`config.mk`:
```
export PLATFORM = sky130hd
export DESIGN_NAME = ssq_fault_cascade
export DESIGN_NICKNAME = d
export VERILOG_FILES = /design/src/rtl/ssq_pkg.sv /design/src/rtl/ssq_delay_timer.sv /design/src/rtl/ssq_fault_cascade.sv
export SDC_FILE = /design/constraint.sdc
export NUM_CORES = 1
export LEC_CHECK = 0
export BUFFER_PORTS_ARGS = -buffer_cell sky130_fd_sc_hd__buf_2
export CORE_MARGIN = 5
export CORE_UTILIZATION = 60
export DETAILED_ROUTE_END_ITERATION = 7
export HOLD_SLACK_MARGIN = 0.12
export PLACE_DENSITY = 0.84
export RECOVER_POWER = 25
export SLEW_MARGIN = 20
export SYNTH_ARGS = -nofsm -noshare
export SYNTH_HDL_FRONTEND = slang
export SYNTH_SLANG_ARGS = --single-unit
```
`constraint.sdc`:
```
create_clock -name ref_clk -period 5.9 [get_ports ref_clk]
set_input_delay 1.18 -clock ref_clk [delete_from_list [all_inputs] [get_ports ref_clk]]
set_output_delay 1.18 -clock ref_clk [all_outputs]
set_load 0.005 [all_outputs]
```
`src/rtl/ssq_pkg.sv`:
```
// shared constants, types and conversions for the supply sequencer fault and cascade logic
package ssq_pkg;

	// clock
	localparam int unsigned CLK_PERIOD_NS = 100;

	// capacitor-set delays, in nanoseconds
	localparam int unsigned FIRST_DLY_NS  = 1000000;
	localparam int unsigned OUT_DLY_NS    = 1000000;
	localparam int unsigned SETTLE_DLY_NS = 1000000;
	localparam int unsigned HOLD_DLY_NS   = 1000000;

	// least times round up to whole cycles, never below one
	function automatic int unsigned ns_to_cyc(input int unsigned ns);
		int unsigned c;
		c = (ns + CLK_PERIOD_NS - 1) / CLK_PERIOD_NS;
		return (c < 1) ? 1 : c;
	endfunction

	localparam int unsigned FIRST_DLY_CYC  = ns_to_cyc(FIRST_DLY_NS);
	localparam int unsigned OUT_DLY_CYC    = ns_to_cyc(OUT_DLY_NS);
	localparam int unsigned SETTLE_DLY_CYC = ns_to_cyc(SETTLE_DLY_NS);
	localparam int unsigned HOLD_DLY_CYC   = ns_to_cyc(HOLD_DLY_NS);

	// structure
	localparam int unsigned NUM_OUT   = 4;
	localparam int unsigned TIMER_W   = 24;

	// synchronised command and fault-line levels
	typedef struct packed {
		logic rise;
		logic fall_n;
		logic line;
	} ssq_ctl_t;

	localparam ssq_ctl_t CTL_RESET = '{rise: 1'b0, fall_n: 1'b1, line: 1'b1};

	// control states
	typedef enum logic [2:0] {
		ST_HOLD,
		ST_RELEASE,
		ST_AWAIT,
		ST_IDLE,
		ST_UP_DELAY,
		ST_UP_SETTLE,
		ST_UP_DONE,
		ST_DOWN_DELAY
	} ssq_state_t;

endpackage

```
`src/rtl/ssq_delay_timer.sv`:
```
// reloadable down-counter that stands in for one capacitor delay
`timescale 1ns/1ps
module ssq_delay_timer #(
	parameter int unsigned         CNT_W       = 24,
	parameter logic [CNT_W-1:0]    RESET_COUNT = '0
) (
	// clock and reset
	input  wire logic              ref_clk,
	input  wire logic              resetn,
	// control
	input  wire logic              load,
	input  wire logic [CNT_W-1:0]  load_value,
	// status
	output logic                   expired
);

	logic [CNT_W-1:0] count;

	// reload on request, else count down to zero and stop
	always_ff @(posedge ref_clk or negedge resetn) begin
		if (!resetn) begin
			count <= RESET_COUNT;
		end else if (load) begin
			count <= load_value;
		end else if (count != '0) begin
			count <= count - 1'b1;
		end
	end

	assign expired = (count == '0);

endmodule // ssq_delay_timer

```
`src/rtl/ssq_fault_cascade.sv`:
```
// fault handling, up/down sequencing and cascade control of a four-output sequencer
//
// Operation
// - start in fault states after lockout release
// - internal fault drives error line low
// - external low line forces hold and drive
// - hold waits fault hold time, then release
// - release drives line until rise_request low
// - line high in await moves to idle
// - line held low keeps device in await
// - supply lockout pulls line low, forces fault
// - unexpected command edges are faults
// - power-up enables outputs in turn, delayed
// - chain_complete rises when power-up completes
// - fall_request_n falling starts reverse power-down
// - chain_complete falls a first-output delay after all outputs off
// - power good needs done and supplies ok
// - first-output delay times chain gap both ways
// - per-output delay before next enable
// - per-output delay spaces power-down steps
// - settle window before checking new supply
`timescale 1ns/1ps
module ssq_fault_cascade
	import ssq_pkg::*;
#(
	parameter int unsigned N_OUT          = ssq_pkg::NUM_OUT,
	parameter int unsigned CNT_W          = ssq_pkg::TIMER_W,
	parameter int unsigned FIRST_DLY_CYC  = ssq_pkg::FIRST_DLY_CYC,
	parameter int unsigned OUT_DLY_CYC    = ssq_pkg::OUT_DLY_CYC,
	parameter int unsigned SETTLE_DLY_CYC = ssq_pkg::SETTLE_DLY_CYC,
	parameter int unsigned HOLD_DLY_CYC   = ssq_pkg::HOLD_DLY_CYC
) (
	// clock and reset
	input  wire logic              ref_clk,
	input  wire logic              resetn,
	// sequence commands
	input  wire logic              rise_request,
	input  wire logic              fall_request_n,
	// shared open-drain error line
	input  wire logic              error_line_n_in,
	output logic                   error_line_n_out,
	output logic                   error_line_n_oe,
	// supply monitoring
	input  wire logic [N_OUT-1:0]  monitored_inputs,
	input  wire logic              supply_lockout,
	// supply enables and status
	output logic [N_OUT-1:0]       enable_outputs,
	output logic                   chain_complete,
	output logic                   power_good_indication
);
	import ssq_pkg::*;

	localparam int unsigned IDX_W = $clog2(N_OUT);
	localparam logic [IDX_W-1:0] LAST = IDX_W'(N_OUT - 1);

	// elaboration checks
	if (N_OUT < 2 || N_OUT > 16) begin : g_chk_n
		$error("N_OUT must be 2 to 16");
	end
	if (FIRST_DLY_CYC < 1 || OUT_DLY_CYC < 1 || SETTLE_DLY_CYC < 1 || HOLD_DLY_CYC < 1)
	begin : g_chk_dly
		$error("delay counts must be at least one cycle");
	end
	if (CNT_W < 2 || CNT_W > 31 || HOLD_DLY_CYC >= (1 << CNT_W) || FIRST_DLY_CYC >= (1 << CNT_W)
		|| OUT_DLY_CYC >= (1 << CNT_W) || SETTLE_DLY_CYC >= (1 << CNT_W)) begin : g_chk_w
		$error("CNT_W too small for the delay counts");
	end

	// timer reload value for a state: one less than the cycles a timed state lasts
	function automatic logic [CNT_W-1:0] delay_for(input ssq_state_t st,
		input logic [IDX_W-1:0] i);
		int unsigned c;
		c = 1;
		unique case (st)
			ST_HOLD:       c = HOLD_DLY_CYC;
			ST_UP_DELAY:   c = (i == '0) ? FIRST_DLY_CYC : OUT_DLY_CYC;
			ST_UP_SETTLE:  c = SETTLE_DLY_CYC;
			ST_DOWN_DELAY: c = (i == '0) ? FIRST_DLY_CYC : OUT_DLY_CYC;
			ST_RELEASE, ST_AWAIT, ST_IDLE, ST_UP_DONE: c = 1;
		endcase
		return CNT_W'(c - 1);
	endfunction

	ssq_ctl_t          sync1;
	ssq_ctl_t          sync2;
	ssq_ctl_t          prev;
	ssq_state_t        state;
	ssq_state_t        next_state;
	logic [IDX_W-1:0]  idx;
	logic [IDX_W-1:0]  next_idx;
	logic [N_OUT-1:0]  next_en;
	logic              expired;

	// two-stage synchroniser plus one stage of history for edges
	always_ff @(posedge ref_clk or negedge resetn) begin
		if (!resetn) begin
			sync1 <= CTL_RESET;
			sync2 <= CTL_RESET;
			prev  <= CTL_RESET;
		end else begin
			sync1 <= '{rise: rise_request, fall_n: fall_request_n, line: error_line_n_in};
			sync2 <= sync1;
			prev  <= sync2;
		end
	end

	// edge and level decode on synchronised signals
	wire rise_up   = sync2.rise & ~prev.rise;
	wire rise_dn   = ~sync2.rise & prev.rise;
	wire fall_dn   = ~sync2.fall_n & prev.fall_n;
	wire fall_up   = sync2.fall_n & ~prev.fall_n;
	wire line_low  = ~sync2.line;
	wire in_up     = (state == ST_UP_DELAY) || (state == ST_UP_SETTLE);
	wire in_run    = in_up || (state == ST_UP_DONE) || (state == ST_DOWN_DELAY);

	// outputs that must already be up: all enabled ones except one still settling
	wire [N_OUT-1:0] settling = (state == ST_UP_SETTLE) ? (N_OUT'(1) << idx) : '0;
	wire             uv_fault = in_run && |(enable_outputs & ~settling & ~monitored_inputs);

	// commands arriving where they are not valid
	wire bad_edge = ((state == ST_IDLE) && (rise_dn || fall_dn))
		|| (in_up && (rise_up || rise_dn || fall_dn))
		|| ((state == ST_UP_DONE) && rise_up)
		|| ((state == ST_DOWN_DELAY) && (rise_up || fall_dn || fall_up));

	// any party pulling the line outside the fault states is a fault
	wire ext_fault = (in_run || (state == ST_IDLE)) && line_low;
	wire fault     = uv_fault || bad_edge || ext_fault;
	wire settle_ok = monitored_inputs[idx];

	// control state machine
	always_comb begin
		next_state = state;
		next_idx   = idx;
		next_en    = enable_outputs;
		unique case (state)
			ST_HOLD: begin
				if (expired) begin
					next_state = ST_RELEASE;
				end
			end
			ST_RELEASE: begin
				if (!sync2.rise) begin
					next_state = ST_AWAIT;
				end
			end
			ST_AWAIT: begin
				if (!line_low) begin
					next_state = ST_IDLE;
				end
			end
			ST_IDLE: begin
				if (rise_up) begin
					next_state = ST_UP_DELAY;
					next_idx   = '0;
				end
			end
			ST_UP_DELAY: begin
				if (expired) begin
					next_state      = ST_UP_SETTLE;
					next_en[idx]    = 1'b1;
				end
			end
			ST_UP_SETTLE: begin
				if (expired && settle_ok) begin
					if (idx == LAST) begin
						next_state = ST_UP_DONE;
					end else begin
						next_state = ST_UP_DELAY;
						next_idx   = idx + 1'b1;
					end
				end
			end
			ST_UP_DONE: begin
				if (fall_dn) begin
					next_state    = ST_DOWN_DELAY;
					next_idx      = LAST;
					next_en[LAST] = 1'b0;
				end
			end
			ST_DOWN_DELAY: begin
				if (expired) begin
					if (idx == '0) begin
						next_state = ST_IDLE;
					end else begin
						next_idx          = idx - 1'b1;
						next_en[idx-1'b1] = 1'b0;
					end
				end
			end
		endcase
		// fault entry overrides everything, lockout from every state
		if (supply_lockout || fault || ((state == ST_UP_SETTLE) && expired && !settle_ok)) begin
			next_state = ST_HOLD;
			next_idx   = '0;
			next_en    = '0;
		end
	end

	// restart the delay on every entry, index step or held lockout
	wire timer_load = (next_state != state) || (next_idx != idx) || supply_lockout;

	ssq_delay_timer #(
		.CNT_W       (CNT_W),
		.RESET_COUNT (CNT_W'(HOLD_DLY_CYC - 1))
	) u_timer (
		.ref_clk     (ref_clk),
		.resetn      (resetn),
		.load        (timer_load),
		.load_value  (delay_for(next_state, next_idx)),
		.expired     (expired)
	);

	// state, outputs and line drive, all registered
	always_ff @(posedge ref_clk or negedge resetn) begin
		if (!resetn) begin
			state                 <= ST_HOLD;
			idx                   <= '0;
			enable_outputs        <= '0;
			chain_complete        <= 1'b0;
			power_good_indication <= 1'b0;
			error_line_n_oe       <= 1'b1;
			error_line_n_out      <= 1'b0;
		end else begin
			state                 <= next_state;
			idx                   <= next_idx;
			enable_outputs        <= next_en;
			chain_complete        <= (next_state == ST_UP_DONE) || (next_state == ST_DOWN_DELAY);
			power_good_indication <= (state == ST_UP_DONE) && (&monitored_inputs);
			error_line_n_oe       <= (next_state == ST_HOLD) || (next_state == ST_RELEASE);
			error_line_n_out      <= !((next_state == ST_HOLD) || (next_state == ST_RELEASE));
		end
	end

	// checks
	a_hold_drives_line: assert property (@(posedge ref_clk) disable iff (!resetn)
		(state == ST_HOLD || state == ST_RELEASE) |-> error_line_n_oe && !error_line_n_out)
		else $error("line not driven low in fault hold or release");
	a_release_waits_rise: assert property (@(posedge ref_clk) disable iff (!resetn)
		(state == ST_RELEASE && sync2.rise && !supply_lockout) |=> state == ST_RELEASE)
		else $error("release left while rise_request high");
	a_release_frees_line: assert property (@(posedge ref_clk) disable iff (!resetn)
		(state == ST_RELEASE && !sync2.rise && !supply_lockout)
		|=> state == ST_AWAIT && !error_line_n_oe)
		else $error("line not released after rise_request low");
	a_await_to_idle: assert property (@(posedge ref_clk) disable iff (!resetn)
		(state == ST_AWAIT && !line_low && !supply_lockout) |=> state == ST_IDLE)
		else $error("await did not move to idle on line high");
	a_await_line_low: assert property (@(posedge ref_clk) disable iff (!resetn)
		(state == ST_AWAIT && line_low && !supply_lockout) |=> state == ST_AWAIT)
		else $error("await left while line held low");
	a_lockout_pulls_line: assert property (@(posedge ref_clk) disable iff (!resetn)
		supply_lockout |=> state == ST_HOLD && error_line_n_oe && enable_outputs == '0)
		else $error("lockout did not force fault");
	a_bad_edge_fault: assert property (@(posedge ref_clk) disable iff (!resetn)
		(state == ST_UP_DONE && rise_up) |=> state == ST_HOLD ##1 error_line_n_oe)
		else $error("unexpected rise edge not treated as fault");
	a_enable_one_step: assert property (@(posedge ref_clk) disable iff (!resetn)
		(enable_outputs != $past(enable_outputs) && enable_outputs != '0)
		|-> $countones(enable_outputs ^ $past(enable_outputs)) == 1)
		else $error("more than one enable changed at once");
	a_chain_rises: assert property (@(posedge ref_clk) disable iff (!resetn)
		(state == ST_UP_SETTLE && expired && idx == LAST && next_state == ST_UP_DONE)
		|=> chain_complete && enable_outputs == '1)
		else $error("chain_complete not raised at end of power-up");
	a_down_starts: assert property (@(posedge ref_clk) disable iff (!resetn)
		(state == ST_UP_DONE && next_state == ST_DOWN_DELAY)
		|=> !enable_outputs[LAST] && chain_complete)
		else $error("power-down did not drop the last output first");
	a_chain_falls_off: assert property (@(posedge ref_clk) disable iff (!resetn)
		$fell(chain_complete) |-> enable_outputs == '0)
		else $error("chain_complete fell with outputs still on");
	a_power_good_cause: assert property (@(posedge ref_clk) disable iff (!resetn)
		power_good_indication |-> $past(state) == ST_UP_DONE && (&$past(monitored_inputs)))
		else $error("power good without completed sequence");

endmodule // ssq_fault_cascade

```
======== Word level (Yosys, flattened, before mapping) ========
Index checks and enable logic that the tools add are counted.
storage, ports and cells
  flip-flop bits (word level) ............. 45
  bits of input ports ..................... 10
  logic and storage cells ................. 148
operators by class
  $add $sub $neg .......................... 4
  $lt $le $gt $ge ......................... 4
  equal/unequal tests ..................... 21
  shift operators ......................... 1
  muxes and demuxes ....................... 37
  bitwise gates (word level) .............. 16
  reduce and logical (&&, ||, !) cells .... 48
operators with widths
  kind                                                  count
  2-to-1 mux 24 bit                                     2
  case mux 24 bit (2 select lines)                      1
  subtractor 24 x 1 -> 24 bit (second input constant)   2
  2-to-1 mux 3 bit                                      10
  equality test 3 bit (second input constant)           8
  zero test 24 bit                                      1
  case mux 3 bit (8 select lines)                       1
  nonzero test 24 bit                                   1
  logical OR 1 bit                                      20
  2-to-1 mux 4 bit                                      5
  2-to-1 mux 2 bit                                      8
  AND 4 bit                                             3
  equality test 3 x 2 -> 1 bit (second input constant)  4
  logical AND 1 bit                                     12
  NOT 4 bit                                             3
  OR reduction 4 bit                                    3
  != test 3 x 2 -> 1 bit (second input constant)        3
  case mux 2 bit (4 select lines)                       1
  AND reduction 4 bit                                   2
  equality test 3 x 1 -> 1 bit (second input constant)  2
  zero test 3 bit                                       2
  < comparator 2 x 3 -> 1 bit (second input constant)   2
  case mux 3 bit (2 select lines)                       1
  NOT 1 bit                                             5
  20 further kinds                                      29

======== Depth between registers and ports, before layout ========
Gate-level depths: netlist of run 1.
  word-level depth ........................ 18
  mapped depth ............................ 19
  gate-level depth less buffers ........... 17

======== Cells and area by module ========
A second synthesis of run 1 with hierarchy kept.
unflattened totals
  cells, all modules ...................... 318
  area total of the unflattened synthesis .. 2849.0 um^2
modules (own cells, without submodules)
  module             times used  cells an instance  area each (um^2)
  ssq_delay_timer    1           164                1516.5
  ssq_fault_cascade  1           154                1332.5

======== Worst setup path before layout of run 1 ========
OpenSTA, ideal clock, no wires.
  kind .................................... input to register
  start ................................... input port monitored_inputs[2]
  end ..................................... register u_timer.count[22]
  arrival ................................. 4771 ps
  slack ................................... 1000 ps
  stages on the path ...................... 17
  buffers on the path ..................... 2
  cells stage by stage .................... nand2b_1 o21ai_0 o41ai_1 and3_1 a21boi_0 or4_1 buf_2 nor3_4 buf_4 mux2i_1 ha_1 nand2_1 or3_1 or3_1 nor4_1 xnor2_1 mux2i_1
on the way
  longest elaborated chain between the ends .. 14
  elaborated cells between the ends (all ways) .. 37
  those cells by class .................... 1 x add/sub; 9 x eq/ne; 10 x mux; 2 x bitwise; 15 x reduce/logical
ends and longest elaborated chain
  element                                                               line                     text
  from (decl)                                                           ssq_fault_cascade.sv:44  input wire logic [N_OUT-1:0] monitored_inputs,
  branches (longest 14 deep; another with subtractor 24 x 1 -> 24 bit)  --
  to (signal assigned)                                                  ssq_delay_timer.sv:24    count <= load_value;
  to (signal assigned)                                                  ssq_delay_timer.sv:26    count <= count - 1'b1;
  to (decl)                                                             ssq_delay_timer.sv:17    logic [CNT_W-1:0] count;
Parallel ways; which one is timed is not known. The select of a mux whose other input is x is not followed.
A chain may end at the register's enable or synchronous reset.

======== Worst setup path in the final report of run 1 ========
  start ................................... register u_timer.count[5]
  end ..................................... register u_timer.count[22]
on the way
  longest elaborated chain between the ends .. 10
  elaborated cells between the ends (all ways) .. 36
  those cells by class .................... 2 x add/sub; 9 x eq/ne; 13 x mux; 12 x reduce/logical
ends and longest elaborated chain
  element                                                                     line                                                text
  zero test 24 bit                                                            ssq_delay_timer.sv:30                               assign expired = (count == '0);
  logical AND 1 bit (on tied branches)                                        ssq_fault_cascade.sv:165, ssq_fault_cascade.sv:193
  2-to-1 mux 3 bit / logical AND 1 bit (equally long branches)                ssq_fault_cascade.sv:165, ssq_fault_cascade.sv:193
  case mux 3 bit (8 select lines) / logical OR 1 bit (equally long branches)  ssq_fault_cascade.sv:136, ssq_fault_cascade.sv:193
  2-to-1 mux 3 bit                                                            ssq_fault_cascade.sv:193                            if (supply_lockout || fault || ((state == ST_UP_SETTLE) && expired && !settle_ok)) begin
  equality test 3 bit, or another cell as far along                           ssq_fault_cascade.sv:74                             unique case (st)
  OR reduction 4 bit (on tied branches)                                       --
  case mux 24 bit (2 select lines)                                            ssq_fault_cascade.sv:74
  subtractor 24 x 1 -> 24 bit                                                 ssq_fault_cascade.sv:81                             return CNT_W'(c - 1);
  2-to-1 mux 24 bit                                                           ssq_delay_timer.sv:23                               end else if (load) begin
Parallel ways exist; a longest one is shown, timed or not. The select of a mux whose other input is x is not followed.

==> impl_metrics.tcl, run 1 <==
set metrics [dict create \
    finalHoldViolCount 0 \
    worstSkewPairLatency_ns 0.30 \
    r2r-start "u_timer.count[5]$_DFFE_PN0P_" \
    cp_cell_sequence "nor4_1, and4_1, nand3_1, nor3_2, nor2_1, o2111ai_1, nor3_4, buf_4, nand2_1, ha_1, nand2_1, or3_1, or3_1, nor4_1, xnor2_1, mux2i_1" \
    post-cts-setup-buffers 0 \
    syn-instance-count 301 \
    yosys_register_bits 45 \
    cp.required_ns 6.08 \
    dieArea_um2 6131 \
    grt_pass1_vias 2168 \
    max_freq_ghz 0.1933 \
    drcViolationCount 0 \
    grt_max_degree 46 \
    drt_pass1_iterations 4 \
    avgSynthCellArea_um2 9.299 \
    ff2ff_path_depth 16 \
    netlist_top_cells_count "dfrtp_1 (31), nor2_1 (26), nand2_1 (22)" \
    p_clk_share_pct 36.1 \
    critPathBufInv 1 \
    rsz0062_at_grt "false" \
    ios 18 \
    critPathKind "register to register" \
    vias 2331 \
    h-tree-depth 2 \
    arrival_ns 5.35 \
    swShare_pct 23.15 \
    synth_fa_ha_area_share_pct 1.341 \
    period_needed_ns 5.174 \
    antenna_found_initial 0 \
    worst_path_largest_cell_delay_ns 0.66 \
    synth_seq_area_share_pct 40.86 \
    ys_async_sr_fraction_pct 100.0 \
    initial_utilization_pct 62.98 \
    hold_path.class "register to register" \
    outcome "finished, violations left" \
    wl_met3_um 292 \
    synth_top_family_by_area "simple AND/OR/NAND/NOR gates" \
    worst_setup_path_end_kind "register" \
    p_leak_nw 1.226 \
    yosys.area_share.simple_pct 27.05 \
    synth_ff_type "dfrtp_1" \
    synthTopCellsByArea "dfrtp_1 (28%), dfstp_2 (13%), mux2i_1 (5.4%), xnor2_1 (4.7%), nor2_1 (3.5%)" \
    diodes 0 \
    cts_root_buf "clkbuf_8" \
    switchingPower_uw 133.6 \
    synth_top_area_share_pct 27.72 \
    critPathSlowestCell "o2111ai_1" \
    ctsHoldBuffers 0 \
    reg2reg_slack_ns 0.73 \
    yosysMostFrequentCell "dfrtp_1" \
    fin_crit_sh_pct 87.69 \
    die_width_um 78.30 \
    die_h_um 78.30 \
    cp_max_fo 19 \
    area_delta_synth_final_pct 7.376 \
    rows 24 \
    cts_sinks 45 \
    cts_buffer_depth 2 \
    tightest_slew_ns 2.243 \
    tritoncts "yes" \
    synthMuxAreaShare_pct 7.376 \
    grt.overflow.total 0 \
    skew_ns 0.006951 \
    crit_family "simple AND/OR/NAND/NOR gates" \
    ir_drop_v 0.0001334 \
    cts.clk_slew.worst_paths_ns 0.08 \
    cts.repair.resized 0 \
    grt_pass1_wl_um 10070 \
    viasPerCell 6.351 \
    p_comb_share_pct 7.5 \
    antenna_left 0 \
    core-area_um2 4444 \
    met2WireLength_um 2924 \
    synth_compound_area_share_pct 14.04 \
    synth.distinct_cells 60 \
    wl_met1_um 2592 \
    setup_viol 0 \
    nFillCells 377 \
    p_seq_share_pct 56.5 \
    start_kind "register" \
    setup_ws_ns 0.7261 \
    endpoint "u_timer.count[22]$_DFFE_PN0P_" \
    drive_gt1_share_pct 16.83 \
    slew_violations 46 \
    yosysWarningCount 0 \
    crit_start "u_timer.count[5]$_DFFE_PN0P_" \
    cap_viol_max_count 1 \
    setup_tns_ns 0 \
    grt_usage_pct 20.51 \
    power_density_nw_per_um2 192.1 \
    dp_slack_ns 0.6034 \
    internal_power_uw 443.6 \
    syn_area_um2 2799 \
    routed.top_layer "met4" \
    first_iter_violations 217 \
    netlist.top_cell.by_area "dfrtp_1" \
    worst_r2r_endpoint "u_timer.count[22]$_DFFE_PN0P_" \
    io_buffer_count 17 \
    path_depth 16 \
    hpwl_um 4331 \
    nNetsFinal 327 \
    synth_xor_area_share_pct 5.633 \
    wl_per_cell_um 16.24 \
    finalPower_uw 577.3 \
    slew_headroom_pct -49.56 \
    place_congestion 0.9311 \
    violations "max-capacitance violations, max-slew violations" \
    mappedNetlistNets 314 \
    wl_um 5961 \
    cts_buffers 5 \
    synth-edff-count 0 \
]
[worst register-to-register path, delay by kind of cell (launching register included)]
family	cells	cell delay [ns]
AOI/OAI and AO/OA	1	0.66
buffers and inverters	1	0.25
xor gates and xnor gates	1	0.16
muxes	1	0.10
adders and majority gates	1	0.27
DFF	1	0.44
and+or+nand+nor	11	3.17
[worst min-delay path by stage]
stage                       start                  to  slack, ns  cells after the start
6_report       sync1[0]$_DFF_PN1_  sync2[0]$_DFF_PN1_       0.36                      0
5_1_grt        sync1[0]$_DFF_PN1_  sync2[0]$_DFF_PN1_       0.36                      0
4_1_cts        sync1[0]$_DFF_PN1_  sync2[0]$_DFF_PN1_       0.36                      0
3_5_place_dp   sync1[2]$_DFF_PN0_  sync2[2]$_DFF_PN0_       0.34                      0
3_3_place_gp   sync1[2]$_DFF_PN0_  sync2[2]$_DFF_PN0_       0.34                      0
2_1_floorplan  sync1[2]$_DFF_PN0_  sync2[2]$_DFF_PN0_       0.33                      0
[state kept, by name, indices dropped and copies added, names as in the netlist]
name                   count
u_timer.count             24
enable_outputs             4
state                      3
sync1                      3
sync2                      3
idx                        2
prev                       2
chain_complete             1
error_line_n_oe            1
error_line_n_out           1
power_good_indication      1
[per-layer routing]
layer | GRT usage (%) | up-vias
met1 | 26.04 | 1119
met2 | 33.22 | 73
met3 | 3.890 | 16
li1 | - | 1123
met5 | 0 | -
met4 | 11.01 | 0
[final cells by class]
class	count	area, µm²	share of cell area (%)
multi-input combinational	232	1551	51.62
sequential	45	1144	38.05
timing repair buffer	20	106.4	3.539
clock buffer	7	96.34	3.206
tap	52	65.06	2.165
inverter	10	37.54	1.249
clock inverter	1	5.005	0.1665
[power groups by stage]
stage / logic (mW) / clock network (mW) / registers, mW
2_1_floorplan: 0.0300 / 0 / 0.330
3_3_place_gp: 0.0429 / 0 / 0.331
3_5_place_dp: 0.0435 / 0 / 0.331
4_1_cts: 0.0438 / 0.212 / 0.326
5_1_grt: 0.0489 / 0.226 / 0.327
6_report: 0.0431 / 0.208 / 0.326
[stage by stage]
stage	cell area, µm²	cells	util (%)	hold slack, ns
global placement	2905	359	65.37	0.3379
detailed placement	2905	359	65.37	0.3403
floorplan	2799	301	-	0.3312
global route	3005	367	67.62	0.3628
finish	3005	367	67.62	0.3583
CTS	3007	367	67.65	0.3585
[cells by family after synthesis]
kind of cell	Yosys count
and+or+nand+nor	135
AOI/OAI and AO/OA	57
DFF	45
buffers and inverters	24
muxes	19
xor gates and xnor gates	18
adders and majority gates	3
[cell usage in the layout, fill, tap and decap left out, types with 5 or more instances in the layout]
cell type and instances:
and3_1 7, or3_1 9, nand4_1 5, nand2b_1 11, nor4_1 11, dfrtp_1 31, inv_1 10, clkbuf_8 7
nor3_1 12, a21oi_1 15, mux2i_1 15, buf_2 16, xnor2_1 15, nor2_1 26, o21ai_0 13, nand3_1 6
dfstp_2 13, nand2_1 22, nor2b_1 5
(Power assumes the default switching activity.)
==> run 2: changes to the inputs <==
==> constraint.sdc (replaced) <==
create_clock -name ref_clk -period 5.3 [get_ports ref_clk]
set_input_delay 1.06 -clock ref_clk [delete_from_list [all_inputs] [get_ports ref_clk]]
set_output_delay 1.06 -clock ref_clk [all_outputs]
set_load 0.005 [all_outputs]
==> run 2 against run 1 <==
  * The run still ends with max-capacitance violations, max-slew violations left
  * Core utilization rose by 0.70 points
  * Sequential power up 11%
  * Total power is 6.4% higher
  * Hold slack got worse by 0.00070 ns
  * Highest routed layer unchanged
==> impl_metrics.tcl, run 2 (synthesis gave the netlist of run 1 again) <==
set metrics [dict create \
    violations "max-capacitance violations, max-slew violations" \
    cap_viol_max_count 1 \
    io_buffer_count 17 \
    whs_ns 0.3576 \
    wl_um 6177 \
    worst_path_largest_cell_delay_ns 0.70 \
    cts_buffer_depth 2 \
    h-tree-depth 2 \
    finalHoldViolCount 0 \
    period_needed_ns 5.056 \
    min_from "sync1[2]$_DFF_PN0_" \
    fin_crit_sh_pct 95.39 \
    place_area_um2 2943 \
    met2WireLength_um 2996 \
    cts.clk_slew.worst_paths_ns 0.08 \
    layout_common_cells "dfrtp_1 (31), nor2_1 (26), nand2_1 (22), buf_2 (16)" \
    area_delta_synth_final_pct 8.493 \
    stdcell_area_um2 3037 \
    first_iter_violations 253 \
    cp.required_ns 5.47 \
    registers.top_by_ff_count "u_timer.count" \
    dieArea_um2 6131 \
    critPathSlowestCell "or4_1" \
    critPathBufInv 0 \
    critPathKind "register to register" \
    viasPerCell 6.367 \
    crit_family "simple AND/OR/NAND/NOR gates" \
    setup_viol 0 \
    path_depth 15 \
    antenna_left 0 \
    crit_start "u_timer.count[15]$_DFFE_PN0P_" \
    ir_drop_v 0.0001339 \
    largest_reg_flops 24 \
    routed.top_layer "met4" \
    wl_met1_um 2641 \
    drive_gt1_share_pct 18.38 \
    tightest_slew_ns 2.259 \
    p_leak_nw 1.248 \
    rows 24 \
    layout_commonest_cell "dfrtp_1" \
    hold_path.class "register to register" \
    hpwl_um 4555 \
    place_congestion 0.9320 \
    grt_pass1_vias 2350 \
    r2r-start "u_timer.count[15]$_DFFE_PN0P_" \
    worstSkewPairLatency_ns 0.29 \
    slew_headroom_pct -50.60 \
    vias 2375 \
    wl_met3_um 319 \
    outcome "finished, violations left" \
    start_kind "register" \
    setup_tns_ns 0 \
    die_width_um 78.30 \
    grt_pass1_wl_um 10510 \
    wl_per_cell_um 16.56 \
    antenna_found_initial 0 \
    cp_max_fo 8 \
    power_density_nw_per_um2 202.3 \
    core-area_um2 4444 \
    tritoncts "yes" \
    rsz0062_at_grt "false" \
    grt.overflow.total 0 \
    ios 18 \
    ff2ff_path_depth 15 \
    drt_pass1_iterations 4 \
    arrival_ns 5.22 \
    cts_buffers 5 \
    grt_max_degree 46 \
    cp_cell_sequence "or4_4, or4_4, o31a_1, o211ai_2, o32ai_1, or4_1, nor3_4, mux2i_1, ha_1, nand2_1, or3_1, or3_1, nor4_1, xnor2_1, mux2i_1" \
    initial_utilization_pct 62.98 \
    nNetsFinal 333 \
    die_h_um 78.30 \
    ctsHoldBuffers 0 \
    top_regs "u_timer.count (24), enable_outputs (4)" \
    grt_usage_pct 21.24 \
    skew_ns 0.008909 \
    cts_sinks 45 \
    worst_setup_path_end_kind "register" \
    slew_violations 46 \
    drcViolationCount 0 \
    hold_depth 0 \
    cts_root_buf "clkbuf_8" \
    max_freq_ghz 0.1978 \
    diodes 0 \
]
==> run 2: worst paths after layout <==
| path | endpoint | slack (ns) |
|---|---|---|
| worst max-delay path | u_timer.count[22]$_DFFE_PN0P_ | 0.24 |
| worst min-delay path | sync2[2]$_DFF_PN0_ | 0.36 |
| worst max register to register | u_timer.count[22]$_DFFE_PN0P_ | 0.24 |
| worst min register to register | sync2[2]$_DFF_PN0_ | 0.36 |
| max in group asynchronous | error_line_n_out$_DFF_PN0_ | 2.57 |
| min in group asynchronous | power_good_indication$_DFF_PN0_ | 1.42 |
==> run 2: worst register-to-register path, stage by stage (launching register included) <==
cell	delay, ns
dfrtp_1	0.44
or4_4	0.53
or4_4	0.50
o31a_1	0.30
o211ai_2	0.17
o32ai_1	0.10
or4_1	0.70
nor3_4	0.29
mux2i_1	0.23
ha_1	0.20
nand2_1	0.12
or3_1	0.44
or3_1	0.38
nor4_1	0.28
xnor2_1	0.16
mux2i_1	0.08
==> run 2: power breakdown <==
part	leakage, nW	internal (mW)	switching [mW]
combinational	0.632	0.0217	0.0297
clock	0.0450	0.0914	0.109
sequential	0.571	0.356	0.00638
total	1.25	0.469	0.145
==> run 2: repair_timing <==
action,CTS,global route
endpoints found under the setup margin,0,1
resized for setup,0,1
buffers inserted,0,1
==> run 2: through the flow <==
stage / setup WS (ns) / total power [mW] / utilization, % / std cells
CTS: 0.2080 / 0.6205 / 68.07 / 372
detailed placement: 0.1633 / 0.4200 / 66.22 / 364
floorplan: 0.4935 / 0.4005 / - / 301
global placement: 0.3464 / 0.4181 / 66.22 / 364
finish: 0.2441 / 0.6144 / 68.33 / 373
global route: 0.008249 / 0.6445 / 68.33 / 373
==> run 2: final cells by class <==
type                    count  area (µm²)
clock inverters             2       10.01
inverters                  10       37.54
well taps                  52       65.06
multi-input cells         232        1556
fillers                   369        1408
repair buffers             26       151.4
flip-flops and latches     45        1144
clock buffers               6       72.57
==> run 2: layer usage <==
layer | GRT usage (%) | vias up
met5 | 0 | -
met4 | 11.71 | 0
met3 | 3.432 | 24
met2 | 34.85 | 82
met1 | 26.85 | 1138
li1 | - | 1131
==> run 3: changes to the inputs <==
--- a/config.mk
+++ b/config.mk
@@ -5,7 +5,9 @@
 export SDC_FILE = /design/constraint.sdc
 export NUM_CORES = 1
 export LEC_CHECK = 0
+export ABC_AREA = 1
 export BUFFER_PORTS_ARGS = -buffer_cell sky130_fd_sc_hd__buf_2
+export CORE_ASPECT_RATIO = 2
 export CORE_MARGIN = 5
 export CORE_UTILIZATION = 60
 export DETAILED_ROUTE_END_ITERATION = 7
==> run 3 against run 2 <==
  * The flow still finishes with violations (max-capacitance violations, max-slew violations)
  * Clock power is 35% higher
  * Die area is 15% higher
  * Combinational power grew to 2.6 times the previous value
  * Global-route usage is 5.3 points higher
  * Routed wire length is 38% higher
  * Sequential share of layout area is 4.3 points lower
  * Hold slack worse by 0.0039 ns
  * Setup slack better by 1.2 ns
  * Synthesized area is 15% higher
  * Non-clock buffer count is 9 lower
  * Critical path depth is 10 higher
  * Sequential cell count stayed put
  * Largest cell class unchanged
  * Highest routed layer unchanged
==> impl_metrics.tcl, run 3 <==
set metrics [dict create \
    outcome "finished, violations left" \
    violations "max-capacitance violations, max-slew violations" \
    synth_top_area_share_pct 24.03 \
    cts_buffer_depth 2 \
    viasPerCell 5.743 \
    reg2reg_slack_ns 1.41 \
    top_regs "u_timer.count (24), enable_outputs (4)" \
    ios 18 \
    drt_pass1_iterations 6 \
    p_leak_nw 1.868 \
    cts_buffers 5 \
    largest_reg_flops 24 \
    grt_pass1_wl_um 13740 \
    cts.clk_slew.worst_paths_ns 0.08 \
    area_delta_synth_final_pct 6.240 \
    rsz0062_at_grt "false" \
    p_clk_share_pct 34.1 \
    grt_pass1_vias 3050 \
    registers.top_by_ff_count "u_timer.count" \
    fin_crit_sh_pct 73.47 \
    critPathKind "register to register" \
    cts_root_buf "clkbuf_8" \
    cts_sinks 45 \
    yosysMostFrequentCell "nand2_1" \
    worstSkewPairLatency_ns 0.31 \
    cts.repair.resized 0 \
    grt_usage_pct 26.55 \
    antenna_found_initial 0 \
    whs_ns 0.3537 \
    wl_met3_um 359 \
    diodes 0 \
    ir_drop_v 0.0002482 \
    syn_area_um2 3228 \
    ys_async_sr_fraction_pct 100.0 \
    nNetsFinal 499 \
    cp.required_ns 5.49 \
    finalHoldViolCount 0 \
    h-tree-depth 2 \
    first_iter_violations 199 \
    wl_um 8541 \
    grt_max_degree 46 \
    hpwl_um 6716 \
    core-area_um2 5185 \
    arrival_ns 4.09 \
    netlist_top_cells_count "nand2_1 (125), nor2_1 (73), inv_1 (66)" \
    cp_max_fo 18 \
    die_width_um 61.87 \
    synth_ff_type "dfrtp_1" \
    io_buffer_count 17 \
    ctsHoldBuffers 0 \
    vias 3130 \
    yosysWarningCount 0 \
    initial_utilization_pct 62.26 \
    power_density_nw_per_um2 232.0 \
    place_congestion 0.9346 \
    die_h_um 113.7 \
    syn-instance-count 470 \
    slew_violations 46 \
    switchingPower_uw 226.8 \
    synthTopCellsByArea "dfrtp_1 (24%), nand2_1 (15%), dfstp_2 (11%), nor2_1 (8.5%), inv_1 (7.7%)" \
    hold_path.class "register to register" \
    slew_headroom_pct -57.89 \
    layout_commonest_cell "nand2_1" \
    avgSynthCellArea_um2 6.868 \
    post-cts-setup-buffers 0 \
    max_freq_ghz 0.2568 \
    antenna_left 0 \
    rows 37 \
    routed.top_layer "met4" \
    internal_power_uw 568.9 \
    mappedNetlistNets 483 \
    grt.overflow.total 0 \
    dieArea_um2 7036 \
    p_seq_share_pct 49.0 \
    synth.distinct_cells 34 \
    tightest_slew_ns 2.368 \
    swShare_pct 28.51 \
    setup_tns_ns 0 \
    synth-edff-count 0 \
    skew_ns 0.01199 \
    p_comb_share_pct 16.9 \
    yosys_register_bits 45 \
    met2WireLength_um 4781 \
    cap_viol_max_count 1 \
    period_needed_ns 3.894 \
    drive_gt1_share_pct 18.07 \
    setup_viol 0 \
    netlist.top_cell.by_area "dfrtp_1" \
    wl_met1_um 2741 \
    start_kind "register" \
    tritoncts "yes" \
    wl_per_cell_um 15.67 \
    layout_common_cells "nand2_1 (125), nor2_1 (73), inv_1 (66), nand3_1 (41), dfrtp_1 (31)" \
    drcViolationCount 0 \
    worst_setup_path_end_kind "register" \
    synth_seq_area_share_pct 35.43 \
]
[run 3: changes by cell type after synthesis, sizes merged, moves of 11 or more]
| cell | delta |
|---|---|
| nand3 | +47 |
| nor4 | -12 |
| nor3 | -12 |
| inv | +64 |
| nand2b | -11 |
| mux2i | -15 |
| nand2 | +112 |
| nor2 | +65 |
| xnor2 | -15 |
[run 3: layout make-up]
type                       instances  area, µm²
sequential                        45       1144
fill                             490       1755
tap                               58      72.57
timing repair buffer              17      83.83
clock inverter                     1      30.03
multi-input combinational        343       1730
inverter                          74      282.8
clock buffer                       7      86.33
[run 3: worst paths after layout]
kind                                                from                       endpoint  depth (start not counted)
max                        u_timer.count[21]$_DFFE_PN0P_  u_timer.count[20]$_DFFE_PN0P_                         25
min                                   sync1[1]$_DFF_PN1_             sync2[1]$_DFF_PN1_                          0
max reg2reg                u_timer.count[21]$_DFFE_PN0P_  u_timer.count[20]$_DFFE_PN0P_                         25
min reg2reg                           sync1[1]$_DFF_PN1_             sync2[1]$_DFF_PN1_                          0
max in group asynchronous                         resetn             state[2]$_DFF_PN0_                          1
min in group asynchronous                         resetn  enable_outputs[2]$_DFFE_PN0P_                          1
[run 3: metrics by stage]
| stage | std cells | setup WS (ns) | area (µm²) | power, mW | utilization [%] |
|---|---|---|---|---|---|
| detailed placement | 537 | 1.263 | 3314 | 0.5291 | 63.92 |
| floorplan | 470 | 2.019 | 3228 | 0.4894 | - |
| finish | 545 | 1.406 | 3430 | 0.7957 | 66.14 |
| global route | 545 | 1.030 | 3430 | 0.8345 | 66.14 |
| global placement | 537 | 1.320 | 3314 | 0.5271 | 63.92 |
| CTS | 545 | 1.546 | 3431 | 0.8023 | 66.17 |
[run 3: critical path: stages, from the launching register on]
cell and delay, ns:
dfrtp_1 0.43, nor2_1 0.16, nand2_1 0.07, nor2_1 0.18, nand3_1 0.33, nand2_1 0.15, nand2_1 0.06, nor2_1 0.26
nor2_1 0.07, nand2_1 0.08, nand2_1 0.07, nand2_1 0.06, nand2_1 0.12, nor2_8 0.28, nand2_4 0.18, nand2_1 0.14
nand2_1 0.08, inv_1 0.06, ha_1 0.20, nand3_1 0.13, nor2_2 0.16, nand2_1 0.14, nor2_4 0.18, nand2_1 0.09
nand2_1 0.06, nand2_1 0.05
[run 3: cells by family after synthesis]
logic type | share of synthesized area, %
AO/OA/AOI/OAI | 8.023
adder cells (fa/ha/maj) | 1.163
flip-flops | 35.43
XOR/XNOR | 0.8141
buffers and inverters | 10.97
AND/OR/NAND/NOR | 43.60
[run 3: routing by layer]
layer  global-route usage (%)  up-vias
li1                         -     1503
met1                    24.00     1459
met2                    48.78      122
met3                    4.304       46
met4                    18.84        0
met5                        0        -
[run 3: power by group through the flow]
stage          sequential, mW  combinational, mW  clock, mW
2_1_floorplan           0.389              0.100          0
3_3_place_gp            0.395              0.132          0
3_5_place_dp            0.396              0.133          0
4_1_cts                 0.389              0.134      0.279
5_1_grt                 0.391              0.151      0.292
6_report                0.390              0.134      0.272
